[src/rtl/ccp_pkg.sv]
// Contract
// RULE1: digital brownout level field: 00=4.5V, 01=4.2V, 10=2.7V, 11=2.5V; default 11.
// RULE2: analog brownout level field uses the same encoding; default 11.
// RULE3: config bit 3 low enables analog brownout reset; disable needs analog supply over 2.0V.
// RULE4: config bit 2 low enables digital brownout reset; default set means disabled.
// RULE5: config bit 1 low puts port A on memory bus with port C strobes.
// RULE6: config bit 0 low puts port B on memory bus with port C strobes.
// RULE7: configuration bits change only by programming, never by ordinary register writes.
// RULE8: software reads config by writing address 7Eh then reading config data.
// RULE9: port A carries low address while latch strobe high, data while low.
// RULE10: in GPIO use, port A drive type comes from the two drive registers.
// RULE11: stack pointer increments before push or call, decrements after pop or return.
// RULE12: stack pointer resets to 07h.
// RULE13: each data pointer is a low and high byte forming a 16-bit pointer.
// RULE14: select bit 0 set makes pointer operations use the auxiliary pair.
// RULE15: external access while ports are GPIO leaves port values unchanged.
// RULE16: upper seven select bits read zero and ignore writes.
package ccp_pkg;
	localparam logic [7:0] CCP_ADDR_PORT_A = 8'h80;
	localparam logic [7:0] CCP_ADDR_SP = 8'h81;
	localparam logic [7:0] CCP_ADDR_PA_LOW = 8'h82;
	localparam logic [7:0] CCP_ADDR_PA_HIGH = 8'h83;
	localparam logic [7:0] CCP_ADDR_PB_LOW = 8'h84;
	localparam logic [7:0] CCP_ADDR_PB_HIGH = 8'h85;
	localparam logic [7:0] CCP_ADDR_SELECT = 8'h86;
	localparam logic [7:0] CCP_ADDR_CFG_ADDR = 8'h93;
	localparam logic [7:0] CCP_ADDR_CFG_DATA = 8'h94;
	localparam logic [7:0] CCP_ADDR_DRV_LOW = 8'hAC;
	localparam logic [7:0] CCP_ADDR_DRV_HIGH = 8'hAD;
	localparam logic [7:0] CCP_CFG_IDX_BROWNOUT = 8'h7E;
	localparam logic [7:0] CCP_RST_PORT_A = 8'hFF;
	localparam logic [7:0] CCP_RST_SP = 8'h07;
	localparam logic [7:0] CCP_RST_ZERO = 8'h00;
	localparam logic [7:0] CCP_RST_CONFIG = 8'hFF;
	localparam int CCP_BIT_DIG_LVL = 6;
	localparam int CCP_BIT_ANA_LVL = 4;
	localparam int CCP_BIT_ANA_DIS = 3;
	localparam int CCP_BIT_DIG_DIS = 2;
	localparam int CCP_BIT_PA_GPIO = 1;
	localparam int CCP_BIT_PBC_GPIO = 0;
	localparam int CCP_BIT_SELECT = 0;
	typedef enum logic [1:0] {
		CCP_LVL_4V5 = 2'b00,
		CCP_LVL_4V2 = 2'b01,
		CCP_LVL_2V7 = 2'b10,
		CCP_LVL_2V5 = 2'b11
	} ccp_level_t;
	typedef enum logic [1:0] {
		CCP_STK_NONE = 2'b00,
		CCP_STK_PUSH = 2'b01,
		CCP_STK_POP = 2'b10,
		CCP_STK_HOLD = 2'b11
	} ccp_stack_op_t;
endpackage

[src/rtl/ccp_core_regs.sv]
`timescale 1ns/10ps
module ccp_core_regs import ccp_pkg::*; (
	// clock and reset
	input wire logic CLOCK_IN,
	input wire logic RST_B_IN,
	// special function register access
	input wire logic [7:0] SFR_ADDR_IN,
	input wire logic [7:0] SFR_WDATA_IN,
	input wire logic SFR_WR_IN,
	input wire logic SFR_RD_IN,
	output logic [7:0] SFR_RDATA_OUT,
	// programming mode load of the configuration byte
	input wire logic PROG_MODE_IN,
	input wire logic PROG_WR_IN,
	input wire logic [7:0] PROG_DATA_IN,
	// analog supply above 2.0V, from outside the clock domain
	input wire logic ANA_SUPPLY_OK_IN,
	// stack and pointer operations from the core
	input wire logic [1:0] STACK_OP_IN,
	input wire logic PTR_INC_IN,
	// external memory cycle
	input wire logic EXT_ACCESS_IN,
	input wire logic ADDR_LATCH_IN,
	input wire logic [15:0] EXT_ADDR_IN,
	input wire logic [7:0] EXT_WDATA_IN,
	input wire logic EXT_WRITE_IN,
	input wire logic EXT_READ_IN,
	// pins and derived controls
	output logic [7:0] PORT_A_OUT,
	output logic [7:0] PORT_A_OE_B_OUT,
	output logic [15:0] PORT_A_DRIVE_OUT,
	output logic [7:0] PORT_B_OUT,
	output logic PORT_B_BUS_OUT,
	output logic WR_STROBE_B_OUT,
	output logic RD_STROBE_B_OUT,
	output logic [15:0] ACTIVE_POINTER_OUT,
	output logic [7:0] STACK_POINTER_OUT,
	output logic [1:0] DIG_BROWNOUT_LEVEL_OUT,
	output logic [1:0] ANA_BROWNOUT_LEVEL_OUT,
	output logic DIG_BROWNOUT_EN_OUT,
	output logic ANA_BROWNOUT_EN_OUT
);
	logic [7:0] config_q;
	logic [7:0] port_a_latch_q;
	logic [7:0] stack_pointer_q;
	logic [7:0] ptr_low_q [2];
	logic [7:0] ptr_high_q [2];
	logic pointer_select_q;
	logic [7:0] config_address_q;
	logic [7:0] config_data_q;
	logic [7:0] drive_low_q;
	logic [7:0] drive_high_q;
	logic [2:0] ana_sync_q;
	logic ana_ok_q;
	logic [7:0] rdata_d;
	logic [15:0] cur_ptr;
	logic [15:0] next_ptr;
	logic pa_bus;
	logic pb_bus;

	// the byte reloads FFh on reset; otherwise it is only loaded in programming mode
	always_ff @(posedge CLOCK_IN or negedge RST_B_IN) begin
		if (!RST_B_IN) begin
			config_q <= CCP_RST_CONFIG;
		end else if (PROG_MODE_IN && PROG_WR_IN) begin // [RULE7]
			config_q <= PROG_DATA_IN;
		end
	end

	assign pa_bus = !config_q[CCP_BIT_PA_GPIO]; // [RULE5]
	assign pb_bus = !config_q[CCP_BIT_PBC_GPIO]; // [RULE6]

	// three-stage sampling; the first stage feeds only the second
	always_ff @(posedge CLOCK_IN or negedge RST_B_IN) begin
		if (!RST_B_IN) begin
			ana_sync_q <= 3'h0;
			ana_ok_q <= 1'b0;
		end else begin
			ana_sync_q <= {ana_sync_q[1:0], ANA_SUPPLY_OK_IN};
			if (ana_sync_q[1] == ana_sync_q[2]) begin
				ana_ok_q <= ana_sync_q[2];
			end
		end
	end

	always_ff @(posedge CLOCK_IN or negedge RST_B_IN) begin
		if (!RST_B_IN) begin
			DIG_BROWNOUT_LEVEL_OUT <= CCP_LVL_2V5;
			ANA_BROWNOUT_LEVEL_OUT <= CCP_LVL_2V5;
			DIG_BROWNOUT_EN_OUT <= 1'b0;
			ANA_BROWNOUT_EN_OUT <= 1'b1;
		end else begin
			DIG_BROWNOUT_LEVEL_OUT <= config_q[CCP_BIT_DIG_LVL +: 2]; // [RULE1]
			ANA_BROWNOUT_LEVEL_OUT <= config_q[CCP_BIT_ANA_LVL +: 2]; // [RULE2]
			DIG_BROWNOUT_EN_OUT <= !config_q[CCP_BIT_DIG_DIS]; // [RULE4]
			// a weak analog supply keeps the reset armed whatever the bit says
			ANA_BROWNOUT_EN_OUT <= !config_q[CCP_BIT_ANA_DIS] || !ana_ok_q; // [RULE3]
		end
	end

	always_ff @(posedge CLOCK_IN or negedge RST_B_IN) begin
		if (!RST_B_IN) begin
			port_a_latch_q <= CCP_RST_PORT_A;
		end else if (SFR_WR_IN && SFR_ADDR_IN == CCP_ADDR_PORT_A) begin
			port_a_latch_q <= SFR_WDATA_IN;
		end
	end

	// software write wins over a same-cycle push or pop
	always_ff @(posedge CLOCK_IN or negedge RST_B_IN) begin
		if (!RST_B_IN) begin
			stack_pointer_q <= CCP_RST_SP; // [RULE12]
		end else if (SFR_WR_IN && SFR_ADDR_IN == CCP_ADDR_SP) begin
			stack_pointer_q <= SFR_WDATA_IN;
		end else begin
			case (ccp_stack_op_t'(STACK_OP_IN))
				CCP_STK_PUSH: begin
					stack_pointer_q <= stack_pointer_q + 8'h01; // [RULE11]
				end
				CCP_STK_POP: begin
					stack_pointer_q <= stack_pointer_q - 8'h01; // [RULE11]
				end
				default: begin
					stack_pointer_q <= stack_pointer_q;
				end
			endcase
		end
	end

	assign cur_ptr = {ptr_high_q[pointer_select_q], ptr_low_q[pointer_select_q]}; // [RULE13]
	assign next_ptr = cur_ptr + 16'h0001;

	genvar g;
	generate
		for (g = 0; g < 2; g++) begin : g_ptr
			localparam logic [7:0] ADDR_LOW = (g == 0) ? CCP_ADDR_PA_LOW : CCP_ADDR_PB_LOW;
			localparam logic [7:0] ADDR_HIGH = (g == 0) ? CCP_ADDR_PA_HIGH : CCP_ADDR_PB_HIGH;
			always_ff @(posedge CLOCK_IN or negedge RST_B_IN) begin
				if (!RST_B_IN) begin
					ptr_low_q[g] <= CCP_RST_ZERO;
					ptr_high_q[g] <= CCP_RST_ZERO;
				end else if (SFR_WR_IN && SFR_ADDR_IN == ADDR_LOW) begin
					ptr_low_q[g] <= SFR_WDATA_IN;
				end else if (SFR_WR_IN && SFR_ADDR_IN == ADDR_HIGH) begin
					ptr_high_q[g] <= SFR_WDATA_IN;
				end else if (PTR_INC_IN && pointer_select_q == 1'(g)) begin // [RULE14]
					ptr_low_q[g] <= next_ptr[7:0];
					ptr_high_q[g] <= next_ptr[15:8];
				end
			end
		end
	endgenerate

	always_ff @(posedge CLOCK_IN or negedge RST_B_IN) begin
		if (!RST_B_IN) begin
			pointer_select_q <= 1'b0;
		end else if (SFR_WR_IN && SFR_ADDR_IN == CCP_ADDR_SELECT) begin
			pointer_select_q <= SFR_WDATA_IN[CCP_BIT_SELECT]; // [RULE16]
		end
	end

	// config data is a read-only window; writes to it are ignored and the shadow refreshes every cycle
	always_ff @(posedge CLOCK_IN or negedge RST_B_IN) begin
		if (!RST_B_IN) begin
			config_address_q <= CCP_RST_ZERO;
			config_data_q <= CCP_RST_ZERO;
		end else begin
			if (SFR_WR_IN && SFR_ADDR_IN == CCP_ADDR_CFG_ADDR) begin
				config_address_q <= SFR_WDATA_IN;
			end
			if (config_address_q == CCP_CFG_IDX_BROWNOUT) begin // [RULE8]
				config_data_q <= config_q;
			end else begin
				config_data_q <= CCP_RST_ZERO;
			end
		end
	end

	always_ff @(posedge CLOCK_IN or negedge RST_B_IN) begin
		if (!RST_B_IN) begin
			drive_low_q <= CCP_RST_ZERO;
			drive_high_q <= CCP_RST_ZERO;
		end else if (SFR_WR_IN && SFR_ADDR_IN == CCP_ADDR_DRV_LOW) begin
			drive_low_q <= SFR_WDATA_IN;
		end else if (SFR_WR_IN && SFR_ADDR_IN == CCP_ADDR_DRV_HIGH) begin
			drive_high_q <= SFR_WDATA_IN;
		end
	end

	always_comb begin
		case (SFR_ADDR_IN)
			CCP_ADDR_PORT_A: rdata_d = port_a_latch_q;
			CCP_ADDR_SP: rdata_d = stack_pointer_q;
			CCP_ADDR_PA_LOW: rdata_d = ptr_low_q[0];
			CCP_ADDR_PA_HIGH: rdata_d = ptr_high_q[0];
			CCP_ADDR_PB_LOW: rdata_d = ptr_low_q[1];
			CCP_ADDR_PB_HIGH: rdata_d = ptr_high_q[1];
			CCP_ADDR_SELECT: rdata_d = {7'h00, pointer_select_q}; // [RULE16]
			CCP_ADDR_CFG_ADDR: rdata_d = config_address_q;
			CCP_ADDR_CFG_DATA: rdata_d = config_data_q; // [RULE8]
			CCP_ADDR_DRV_LOW: rdata_d = drive_low_q;
			CCP_ADDR_DRV_HIGH: rdata_d = drive_high_q;
			default: rdata_d = CCP_RST_ZERO;
		endcase
	end

	// read data is registered: it appears one cycle after the strobe
	always_ff @(posedge CLOCK_IN or negedge RST_B_IN) begin
		if (!RST_B_IN) begin
			SFR_RDATA_OUT <= CCP_RST_ZERO;
		end else if (SFR_RD_IN) begin
			SFR_RDATA_OUT <= rdata_d;
		end
	end

	always_ff @(posedge CLOCK_IN or negedge RST_B_IN) begin
		if (!RST_B_IN) begin
			PORT_A_OUT <= CCP_RST_PORT_A;
			PORT_A_OE_B_OUT <= 8'hFF;
			PORT_A_DRIVE_OUT <= 16'h0000;
			PORT_B_OUT <= CCP_RST_PORT_A;
			PORT_B_BUS_OUT <= 1'b0;
			WR_STROBE_B_OUT <= 1'b1;
			RD_STROBE_B_OUT <= 1'b1;
			ACTIVE_POINTER_OUT <= 16'h0000;
			STACK_POINTER_OUT <= CCP_RST_SP;
		end else begin
			ACTIVE_POINTER_OUT <= cur_ptr; // [RULE14]
			STACK_POINTER_OUT <= stack_pointer_q;
			PORT_A_DRIVE_OUT <= {drive_high_q, drive_low_q}; // [RULE10]
			PORT_B_BUS_OUT <= pb_bus && EXT_ACCESS_IN;
			// gpio ports ignore bus cycles: port A pins keep their latch value, port B pins stay at FFh
			if (pa_bus && EXT_ACCESS_IN) begin // [RULE15]
				if (ADDR_LATCH_IN) begin
					PORT_A_OUT <= EXT_ADDR_IN[7:0]; // [RULE9]
					PORT_A_OE_B_OUT <= 8'h00;
				end else begin
					PORT_A_OUT <= EXT_WDATA_IN; // [RULE9]
					PORT_A_OE_B_OUT <= EXT_WRITE_IN ? 8'h00 : 8'hFF;
				end
			end else begin
				PORT_A_OUT <= port_a_latch_q;
				PORT_A_OE_B_OUT <= 8'h00;
			end
			if (pb_bus && EXT_ACCESS_IN) begin // [RULE6]
				PORT_B_OUT <= EXT_ADDR_IN[15:8];
			end else begin
				PORT_B_OUT <= CCP_RST_PORT_A; // [RULE15]
			end
			if ((pa_bus || pb_bus) && EXT_ACCESS_IN && !ADDR_LATCH_IN) begin // [RULE5]
				WR_STROBE_B_OUT <= !EXT_WRITE_IN;
				RD_STROBE_B_OUT <= !EXT_READ_IN;
			end else begin
				WR_STROBE_B_OUT <= 1'b1;
				RD_STROBE_B_OUT <= 1'b1;
			end
		end
	end
endmodule // ccp_core_regs

[config.mk]
export PLATFORM = sky130hd
export DESIGN_NAME = ccp_core_regs
export DESIGN_NICKNAME = d
export VERILOG_FILES = /design/src/rtl/ccp_pkg.sv /design/src/rtl/ccp_core_regs.sv
export SDC_FILE = /design/constraint.sdc
export NUM_CORES = 1
export LEC_CHECK = 0
export BUFFER_PORTS_ARGS = -buffer_cell sky130_fd_sc_hd__buf_4
export CELL_PAD_IN_SITES_DETAIL_PLACEMENT = 1
export CELL_PAD_IN_SITES_GLOBAL_PLACEMENT = 2
export CORE_ASPECT_RATIO = 0.6
export CORE_UTILIZATION = 39
export CTS_CLUSTER_DIAMETER = 80
export DETAILED_ROUTE_END_ITERATION = 12
export PLACE_DENSITY = 0.93
export SLEW_MARGIN = 20
export SYNTH_ARGS = -nofsm -noshare
export SYNTH_HDL_FRONTEND = slang
export SYNTH_SLANG_ARGS = --single-unit
[constraint.sdc]
create_clock -name CLOCK_IN -period 5.89 [get_ports CLOCK_IN]
set_clock_uncertainty 0.05 [all_clocks]
set_input_delay 1.767 -clock CLOCK_IN [delete_from_list [all_inputs] [get_ports CLOCK_IN]]
set_output_delay 1.767 -clock CLOCK_IN [all_outputs]
set_load 0.02 [all_outputs]
# Word-level counts from Yosys, hierarchy flattened

Cells that the tools add are included.

Bits in read-only memories: 0
Bits of input ports: 62
RAM bits: 0
Memories kept: 0
Bits in registers: 174
Logic and storage cells: 119
Output and inout bits: 81
Latch bits: 0

Div/mod/pow operators: 0
Shifts and indexed selects: 0
Equality and inequality tests: 17
Multiply operators: 0
$lt $le $gt $ge: 1
$add $sub $neg: 3
Mux-type cells: 28
Reductions and logical operators: 37
Bitwise logic cells: 5

Operator list:

| cell                    | number |
|---|---|
| $mux W8                 | 24 |
| $eq A8 B8 Y1 const B    | 11 |
| $pmux W8 S11            | 1 |
| $logic_and A1 B1 Y1     | 17 |
| $add A16 B1 Y16 const B | 1 |
| $pmux W8 S2             | 1 |
| $reduce_and A2 Y1       | 5 |
| $add A8 B1 Y8 const B   | 1 |
| $eq A8 B7 Y1 const B    | 1 |
| $logic_not A1 Y1        | 8 |
| $reduce_bool A2 Y1      | 4 |
| $sub A8 B1 Y8 const B   | 1 |
| $ne A2 B2 Y1 const B    | 2 |
| $not A1 Y1              | 4 |
| $reduce_bool A3 Y1      | 1 |
| $eq A2 B1 Y1 const B    | 1 |
| $eq A2 B2 Y1 const B    | 1 |
| $ge A2 B2 Y1 const B    | 1 |
| $logic_or A1 B1 Y1      | 2 |
| $mux W1                 | 2 |
| $not A1 Y2              | 1 |
| $eq A1 B1 Y1            | 1 |

# Longest topological paths before layout

Gate-level depths: netlist of run 1.

Depth in word-level cells: 8
Gate-level depth with buffers: 8
Mapped depth without buffers: 8

# Worst setup path before layout of run 1

OpenSTA, ideal clock, no wires.

Path type: input -> register
From: input SFR_ADDR_IN[1]
To: register SFR_RDATA_OUT[5]
Path slack: 2.455 ns
Required time: 5.706 ns
Setup time: 0.134 ns
Arrival time: 3.251 ns
Cell stages on the path: 7
Path buffers: 2
Cells stage by stage: buf_2 buf_1 mux4_2 nor2b_1 a31o_2 a221oi_1 o22ai_1

Cells in the longest elaborated chain, start to end: 2
Elaborated cells between the ends (all ways): 12
Those cells by class: eq/ne: 11; mux: 1

Ends and longest elaborated chain:

| item                   | RTL line             | text |
|---|---|---|
| start: declaration     | ccp_core_regs.sv:7   | `input wire logic [7:0] SFR_ADDR_IN,` |
| $eq A8 B8 Y1           | ccp_core_regs.sv:191 | `case (SFR_ADDR_IN)` |
| $pmux W8 S11 (*)       | ccp_core_regs.sv:191 |  |
| end signal: assignment | ccp_core_regs.sv:212 | `SFR_RDATA_OUT <= rdata_d;` |
| end: declaration       | ccp_core_regs.sv:11  | `output logic [7:0] SFR_RDATA_OUT,` |

Mark *: on every way between the ends. The rest lies on a longest branch, timed or not.
A chain may end at the register's enable or synchronous reset.

# Final worst setup path of run 1

From: input SFR_ADDR_IN[0]
To: register ptr_high_q[13] (netlist bit)

Cells in the longest elaborated chain, start to end: 4
Elaborated cells between the ends (all ways): 8
Those cells by class: eq/ne: 2; mux: 1; bitwise: 1; reduce/logical: 4

Ends and longest elaborated chain:

| item                                                                     | RTL line                                   | text |
|---|---|---|
| $eq A8 B8 Y1, on equally long branches                                   | ccp_core_regs.sv:144, ccp_core_regs.sv:142 |  |
| $logic_and A1 B1 Y1, on equally long branches                            | ccp_core_regs.sv:144, ccp_core_regs.sv:142 |  |
| $reduce_bool A2 Y1 (no source line) / $not A1 Y1 (equally long branches) | n/a                                        |  |
| $reduce_and A2 Y1 (no source line)                                       | n/a                                        |  |
| end signal: indexed assignment                                           | ccp_core_regs.sv:148                       | `ptr_high_q[g] <= next_ptr[15:8];` |
| end: declaration                                                         | ccp_core_regs.sv:47                        | `logic [7:0] ptr_high_q [2];` |

Several ways; a longest one is shown, not always the timed one.

==> results of run 1 <==
-- critical path, delay by kind of cell --
kind | cells | cell delay, ns
and+or+nand+nor | 2 | 1.23
buffers and inverters | 1 | 0.27
AOI/OAI and AO/OA | 3 | 0.89
-- cell type report --
type / count / area (sq um)
fillers: 2074 / 9710
well taps: 266 / 333
inverters: 18 / 67.6
multi-input cells: 425 / 3170
flip-flops and latches: 167 / 4240
clock inverters: 12 / 108
clock buffers: 20 / 457
repair buffers: 146 / 1100
-- logic make-up (layout without fill, tap and decap cells) --
family,Yosys count,in the layout,share of synthesized area (%)
adders and majority gates,3,3,0.456
muxes,101,101,14.6
xor gates and xnor gates,17,17,1.94
AOI/OAI and AO/OA,136,136,11.7
and+or+nand+nor,168,168,12.3
buffers and inverters,64,196,3.81
DFF,167,167,55.1
-- final timing paths --
check / start / endpoint / slack (ns) / cells after the start
setup / recovery: SFR_ADDR_IN[0] / ptr_high_q[13]$_DFFE_PN0P_ / 2.03 / 6
hold / removal: ana_sync_q[0]$_DFF_PN0_ / ana_sync_q[1]$_DFF_PN0_ / 0.32 / 0
setup reg to reg: ptr_low_q[8]$_DFFE_PN0P_ / ptr_low_q[14]$_DFFE_PN0P_ / 3.02 / 6
hold reg to reg: ana_sync_q[0]$_DFF_PN0_ / ana_sync_q[1]$_DFF_PN0_ / 0.32 / 0
max in group asynchronous: RST_B_IN / drive_high_q[2]$_DFFE_PN0P_ / 3.31 / 2
min in group asynchronous: RST_B_IN / ACTIVE_POINTER_OUT[14]$_DFF_PN0_ / 1.34 / 1
-- state kept, by name (all words and copies together) (netlist names), 3 cells and up --
name                count
ptr_low_q              16
SFR_RDATA_OUT           8
PORT_A_DRIVE_OUT       16
PORT_B_OUT              8
drive_high_q            8
ACTIVE_POINTER_OUT     16
drive_low_q             8
config_data_q           8
ana_sync_q              3
ptr_high_q             16
config_address_q        8
PORT_A_OUT              8
config_q                8
STACK_POINTER_OUT       8
stack_pointer_q         8
port_a_latch_q          8
-- per-stage QoR --
step	setup WS [ns]	utilization [%]	total power, uW	instance area, sq um
2_1_floorplan	2.45	-	2060	7690
3_3_place_gp	1.86	46.4	2420	8890
3_5_place_dp	1.64	46.4	2460	8890
4_1_cts	2.07	49.3	3560	9460
5_1_grt	1.84	49.4	3700	9470
6_report	2.03	49.4	3540	9470
-- report_power, final --
group	internal, uW	switching (uW)
clock network	577	504
logic	374	462
registers	1390	231
-- cells in the mapped netlist (7+ instances only) --
library cell    n
buf_2          12
nand2b_1       15
dfrtp_1       121
xor2_1         10
clkbuf_1       22
nor3_1          8
nand3_1        24
a22o_1          8
a22oi_1        11
o22ai_1        16
and2_1          8
mux2i_1        45
nor2_1         40
dfstp_2        46
inv_1          17
mux2_2         52
o21ai_0        24
a21oi_1        34
a31o_2          8
buf_4          10
nand2_1        32
xnor2_1         7
-- metal layers --
layer	global-route usage (%)	up-vias
li1	-	2600
met1	35.0	3058
met2	34.0	268
met3	7.85	28
met4	5.83	0
met5	0	-
-- layout by cell type (no fill, tap or decap), drive strengths merged, types with 10 or more instances in the layout --
| cell type | instances |
|---|---|
| dfstp | 46 |
| dfrtp | 121 |
| mux2i | 45 |
| nand2b | 15 |
| a22oi | 11 |
| o21ai | 26 |
| nor2 | 41 |
| nand3 | 24 |
| nand2 | 32 |
| inv | 26 |
| a21oi | 34 |
| mux2 | 52 |
| xor2 | 10 |
| o22ai | 16 |
| clkbuf | 20 |
| buf | 146 |
==> results.txt, run 1 <==
The run finished with clean final reports. The post-layout net count came out at 839. The share of the synthesized area in the top cell type came out at 39.4%. In this run, the number of DRC markers left after iteration 0 of detailed routing was 430. The share of final-layout standard cells stronger than drive strength 1 is 37.8%.

The clock transition time at the flip-flop clock pins of the worst setup and hold paths is 0.07 ns. The measured slew at the worst slew-check pin came out at 1.18 ns. The met2 routed wirelength came out at 10000 microns.

The H-tree depth came out at 4. On the final layout, the worst hold slack is 0.322 ns. The most common flop cell mapped by yosys is dfrtp_1.

The worst setup path is launched from a primary input. The total length of routed met3 wires is 2230 microns. The post-route non-filler standard cell count is 1054. After global routing the overflow that remains totals 0. Hold repair after CTS inserted 0 buffers.

The number of antenna violations at the first check in global routing was 0. The routability congestion estimate from global placement came out at 0.932. The first global-routing pass estimated 36300 microns of wire. The number of vias per cell after detailed routing is 5.65.

The source-to-sink clock delay at the later pin of the worst-skew pair is 0.44 ns. The count of warnings emitted by yosys is 0. The number of buffers between clock root and the deepest sink came out at 2. The register area share after synthesis came out at 55.1%. The number of antenna diodes is 0. The flip-flop and latch count after synthesis is 167. In the final routing, the length of wire on met1 measures 10800 microns. The average size of a mapped cell came out at 11.7 sq um.

The clock sink count came out at 167. The count of nets left with antenna violations once routing finished came out at 0. The number of buffers inserted during clock tree synthesis came out at 17.

The overall via count from detail_route is 5954. The clock tree root driver cell is clkbuf_16. Static timing analysis puts the maximum clock frequency at 259 MHz. The overall routing resource usage came out at 23.9%.

Sorting the synthesized cells by area gives the leading types as dfrtp_1, dfstp_2, mux2_2. The synthesized netlist occupies a cell area of 7690 sq um. The count of unique library cells instantiated by Yosys is 63. Compared with the post-synthesis result, the final layout area differs by 23.2%. The post-detailed-route wirelength per cell is 22.2 microns. The highest layer touched by signal routing is met4. After floorplanning, the core was sized to cover 19200 sq um. The number of global-route vias before repair was 6231. The leakage component of the power is 0.00424 uW. The die is 111 microns tall. The worst setup path is captured at a flip-flop. The remaining design rule violation count is 0. TritonCTS built the clock tree. Setup repair after global routing left no endpoint under its margin. The clock period minus final worst setup slack is 3.86 ns. The initial standard-cell utilization of the core came out at 40.1%.

The path class of the tightest hold or removal check is flip-flop to flip-flop. For this design the ratio of total power to cell area is 374 nW/um^2. The maximum ir drop on the vdd rail is 204 uV.

The critical path data arrival time is 4.18 ns. Traced cell by cell, the critical path runs through buf_4, nor3b_1, nand4_1, o21ai_1, a22o_1, a31o_2. The largest single stage delay on the critical path is 0.71 ns. Post-CTS repair changed the size of 0 cells. The maximum number of pins on one net before global-route repair came out at 90. The number of cells produced by synthesis came out at 656. The fraction of synthesis flops using an asynchronous set or reset pin is 100%. The net count after synthesis is 720. The final sum of negative setup slack is 0 ns.

The synthesized design contains 0 enable-type register cells. Of all cell types, the one taking the most synthesized area is dfrtp_1. The post-route clock period utilization came out at 65.5%. The number of placement rows is 39.

The slowest stage of the critical path belongs to the cell nand4_1. The critical path is of the primary input to flip-flop type. The floorplan step defined a die boundary enclosing 20300 sq um. The total detailed-routing wirelength is 23500 microns. The max-cap violation count came out at 0. The floorplan die width is 183 microns. The number of top-level pins is 143. The number of max-slew violations in the final report came out at 0. The placed cell count came out at 1022. The largest fanout on the critical path came out at 37.

The worst pin sits at a relative slew slack of 20.9%. The iteration count of the initial detailed-routing pass came out at 5. The setup fix buffers added after clock tree synthesis came out at 0. The half-perimeter wire length after placement came out at 17000 microns. The critical path data required time is 6.21 ns. The number of hold violations in the final report is 0. Setup violations remaining at the end of the flow were counted as 0.

The quantity of I/O buffers inserted on ports came out at 142.
(Power assumes the default switching activity.)
==> run 2: changes to the inputs <==
Settings changed: CORE_UTILIZATION 39 to 33, PLACE_DENSITY 0.93 to 0.85.
Clock period 5.89 ns to 3.35 ns, I/O delays scaled along.
==> run 2 against run 1 <==
Cell area grew 2.1%. Sequential power grew 77%. Worst hold slack lost 0.021 ns. Combinational power grew 75%. Register-to-register slack lost 2.2 ns. Largest cell class unchanged. Largest power group unchanged. Highest routed layer unchanged.
==> results.txt, run 2 (synthesis gave the netlist of run 1 again) <==
The final sum of negative setup slack came out at 0 ns (unchanged). The startpoint identified for the worst hold timing path is ana_sync_q[0]$_DFF_PN0_. The clock transition time at the flip-flop clock pins of the worst setup and hold paths is 0.06 ns (about the same). The placed cell count is 1078 (+5.5%).

The post-detailed-route wirelength per cell was 22.0 microns (-1.1%). The setup slack of the worst register-to-register path was 0.84 ns (-2.18 ns). The maximum ir drop on the vdd rail came to 372 uV (+83%).

The first-iteration detailed-routing DRC count came to 375 (-13%). The quantity of I/O buffers inserted on ports is 142 (unchanged). The number of buffers inserted during clock tree synthesis is 17 (unchanged). The worst register-to-register path ends at ptr_high_q[14]$_DFFE_PN0P_. The post-route non-filler standard cell count came out at 1110 (+5.3%).

The worst hold path terminates at ana_sync_q[1]$_DFF_PN0_. The worst setup path is captured at a flip-flop. The number of global-route vias before repair was 5921 (-5.0%). The hold buffer count at CTS is 0 (unchanged).

The number of antenna diodes came out at 0 (unchanged). The post-layout net count is 853 (+1.7%). The highest clock frequency the design can meet is 382 MHz. The post-route clock period utilization is 78.1%.

Leaving out fill and tap cells, the most frequent cells in the layout are buf_4, dfrtp_1, mux2_2, dfstp_2, mux2i_1. The count of antenna-violating nets left after detailed routing came out at 0 (unchanged). The full die area came out at 23900 sq um (+18%).

Setup repair after global routing left no endpoint under its margin. The maximum number of pins on one net before global-route repair is 54 (-40%). The routability congestion estimate from global placement came out at 0.866 (-7.1%).

The number of top-level pins came to 143 (unchanged). The core footprint is 22400 sq um (+17%). The max-cap violation count came out at 0 (unchanged). The number of antenna violations at the first check in global routing came out at 0 (unchanged).

The largest fanout on the critical path is 9 (-76%). The overall via count from detail_route was 5781 (-2.9%). The worst hold margin came out at 0.301 ns (-0.0215 ns). The root buffer cell chosen for the clock tree is clkbuf_16. The floorplan die width came out at 199 microns (+8.6%).

The critical path data arrival time is 2.88 ns (-1.30 ns). The H-tree depth is 4 (unchanged). The number of buffers between clock root and the deepest sink is 2 (unchanged). The clock tree from TritonCTS is yes.

The final standard cell utilization of the core is 43.1% (-6.3 points). The setup path with the least slack is of type primary input to flip-flop. The depth of the most critical reg-to-reg path came out at 6 (unchanged). The post-cts sizing count was 0 (unchanged).

Counting I/O delays and the setup requirement, the final critical path takes 2.62 ns. The run finished with clean final reports. The startpoint of the worst register-to-register path is pointer_select_q$_DFFE_PN0P_.

The hold path depth is 0 (unchanged). The measured slew at the worst slew-check pin came out at 0.686 ns (-0.498 ns). The post-place instance area came out at 9080 sq um (+2.1%). The worst setup path is launched from a primary input. The share of final-layout standard cells stronger than drive strength 1 is 38.9% (+1.1 points). The iteration count of the initial detailed-routing pass is 8 (+3). The overall overflow remaining after global route is 0 (unchanged). The initial standard-cell utilization of the core is 34.3% (-5.8 points).

The layout overhead on the synthesized area came out at 25.8%. The vertical die dimension is 120 microns (+8.6%). The power per cell area is 653 nW/um^2 (+75%). The clock sink count is 167 (unchanged). The worst hold path belongs to the class flip-flop to flip-flop.

The final design instance area without fill came out at 9670 sq um (+2.1%). The half-perimeter wire length after placement came out at 17800 microns (+4.6%). The remaining design rule violation count was 0 (unchanged). The overall routing resource usage came to 21.4% (-2.5 points). Leaving out fill and tap cells, the most frequent cell in the layout is buf_4. The wire length of the first global-routing pass came to 37400 microns (+3.2%). The relative slew slack is 54.3% (+33 points). The source-to-sink clock delay at the later pin of the worst-skew pair was 0.44 ns (about the same). The setup fix buffers added after clock tree synthesis is 0 (unchanged). The number of max-slew violations in the final report is 0 (unchanged). The number of hold violations in the final report is 0 (unchanged). The count of filler cells inserted in the layout was 2497 (+20%).

The critical path data required time is 3.62 ns (-2.59 ns). The leakage component of the power came to 0.00433 uW (+2.1%). The final setup violation count came out at 0 (unchanged). The number of vias per cell after detailed routing is 5.21 (-7.8%).

The total detailed-routing wirelength came out at 24400 microns (+4.2%). The number of placement rows came out at 42 (+7.7%).
[run 2: changes by cell type in the layout (fill, tap and decap cells not counted)]
cell / change
clkinv_2: +1
nor4b_2: +1
buf_12: +2
nor4b_4: -1
buf_4: +12
bufinv_16: +2
clkbuf_8: -2
inv_6: -1
[run 2: where the power goes]
group          switching [uW]  internal (uW)  total [uW]
Clock                     886           1120        2010
Combinational             789            668        1460
Sequential                412           2440        2860
Total                    2090           4230        6320
[run 2: through the flow]
stage               setup WS (ns)  total power [uW]
CTS                         0.776              6370
global placement            0.403              4280
global route                0.530              6620
floorplan                   0.677              3620
detailed placement          0.303              4330
finish                      0.733              6320
[run 2: worst max-delay path: stages]
cell and delay, ns:
buf_4 0.13, nor4b_4 0.45, and4_1 0.41, nand2b_1 0.54, mux2i_1 0.26, a21oi_1 0.08
[run 2: routing by layer]
metal / up-vias / global-route usage [%] / share of wire (%)
met4: 0 / 4.38 / 0.54
met3: 13 / 4.24 / 4.5
li1: 2630 / - / -
met2: 136 / 29.3 / 42
met5: - / 0 / 0
met1: 3002 / 34.2 / 53
[run 2: worst max path at each step]
stage,startpoint,end,depth (start not counted)
after floorplan,SFR_ADDR_IN[1],SFR_RDATA_OUT[5]$_DFFE_PN0P_,7
after global placement,SFR_ADDR_IN[5],ptr_high_q[3]$_DFFE_PN0P_,6
after detailed placement,SFR_ADDR_IN[5],ptr_low_q[15]$_DFFE_PN0P_,6
after CTS,SFR_ADDR_IN[5],ptr_low_q[10]$_DFFE_PN0P_,6
after global routing,pointer_select_q$_DFFE_PN0P_,ptr_high_q[7]$_DFFE_PN0P_,6
final,SFR_ADDR_IN[5],ptr_low_q[10]$_DFFE_PN0P_,6
[run 2: layout make-up]
class	count	area, sq um	share of cell area [%]
repair buffers	160	1230	12.7
clock buffers	18	429	4.44
well taps	308	385	3.98
inverters	18	67.6	0.699
flip-flops and latches	167	4240	43.8
multi-input cells	425	3160	32.7
clock inverters	14	164	1.69
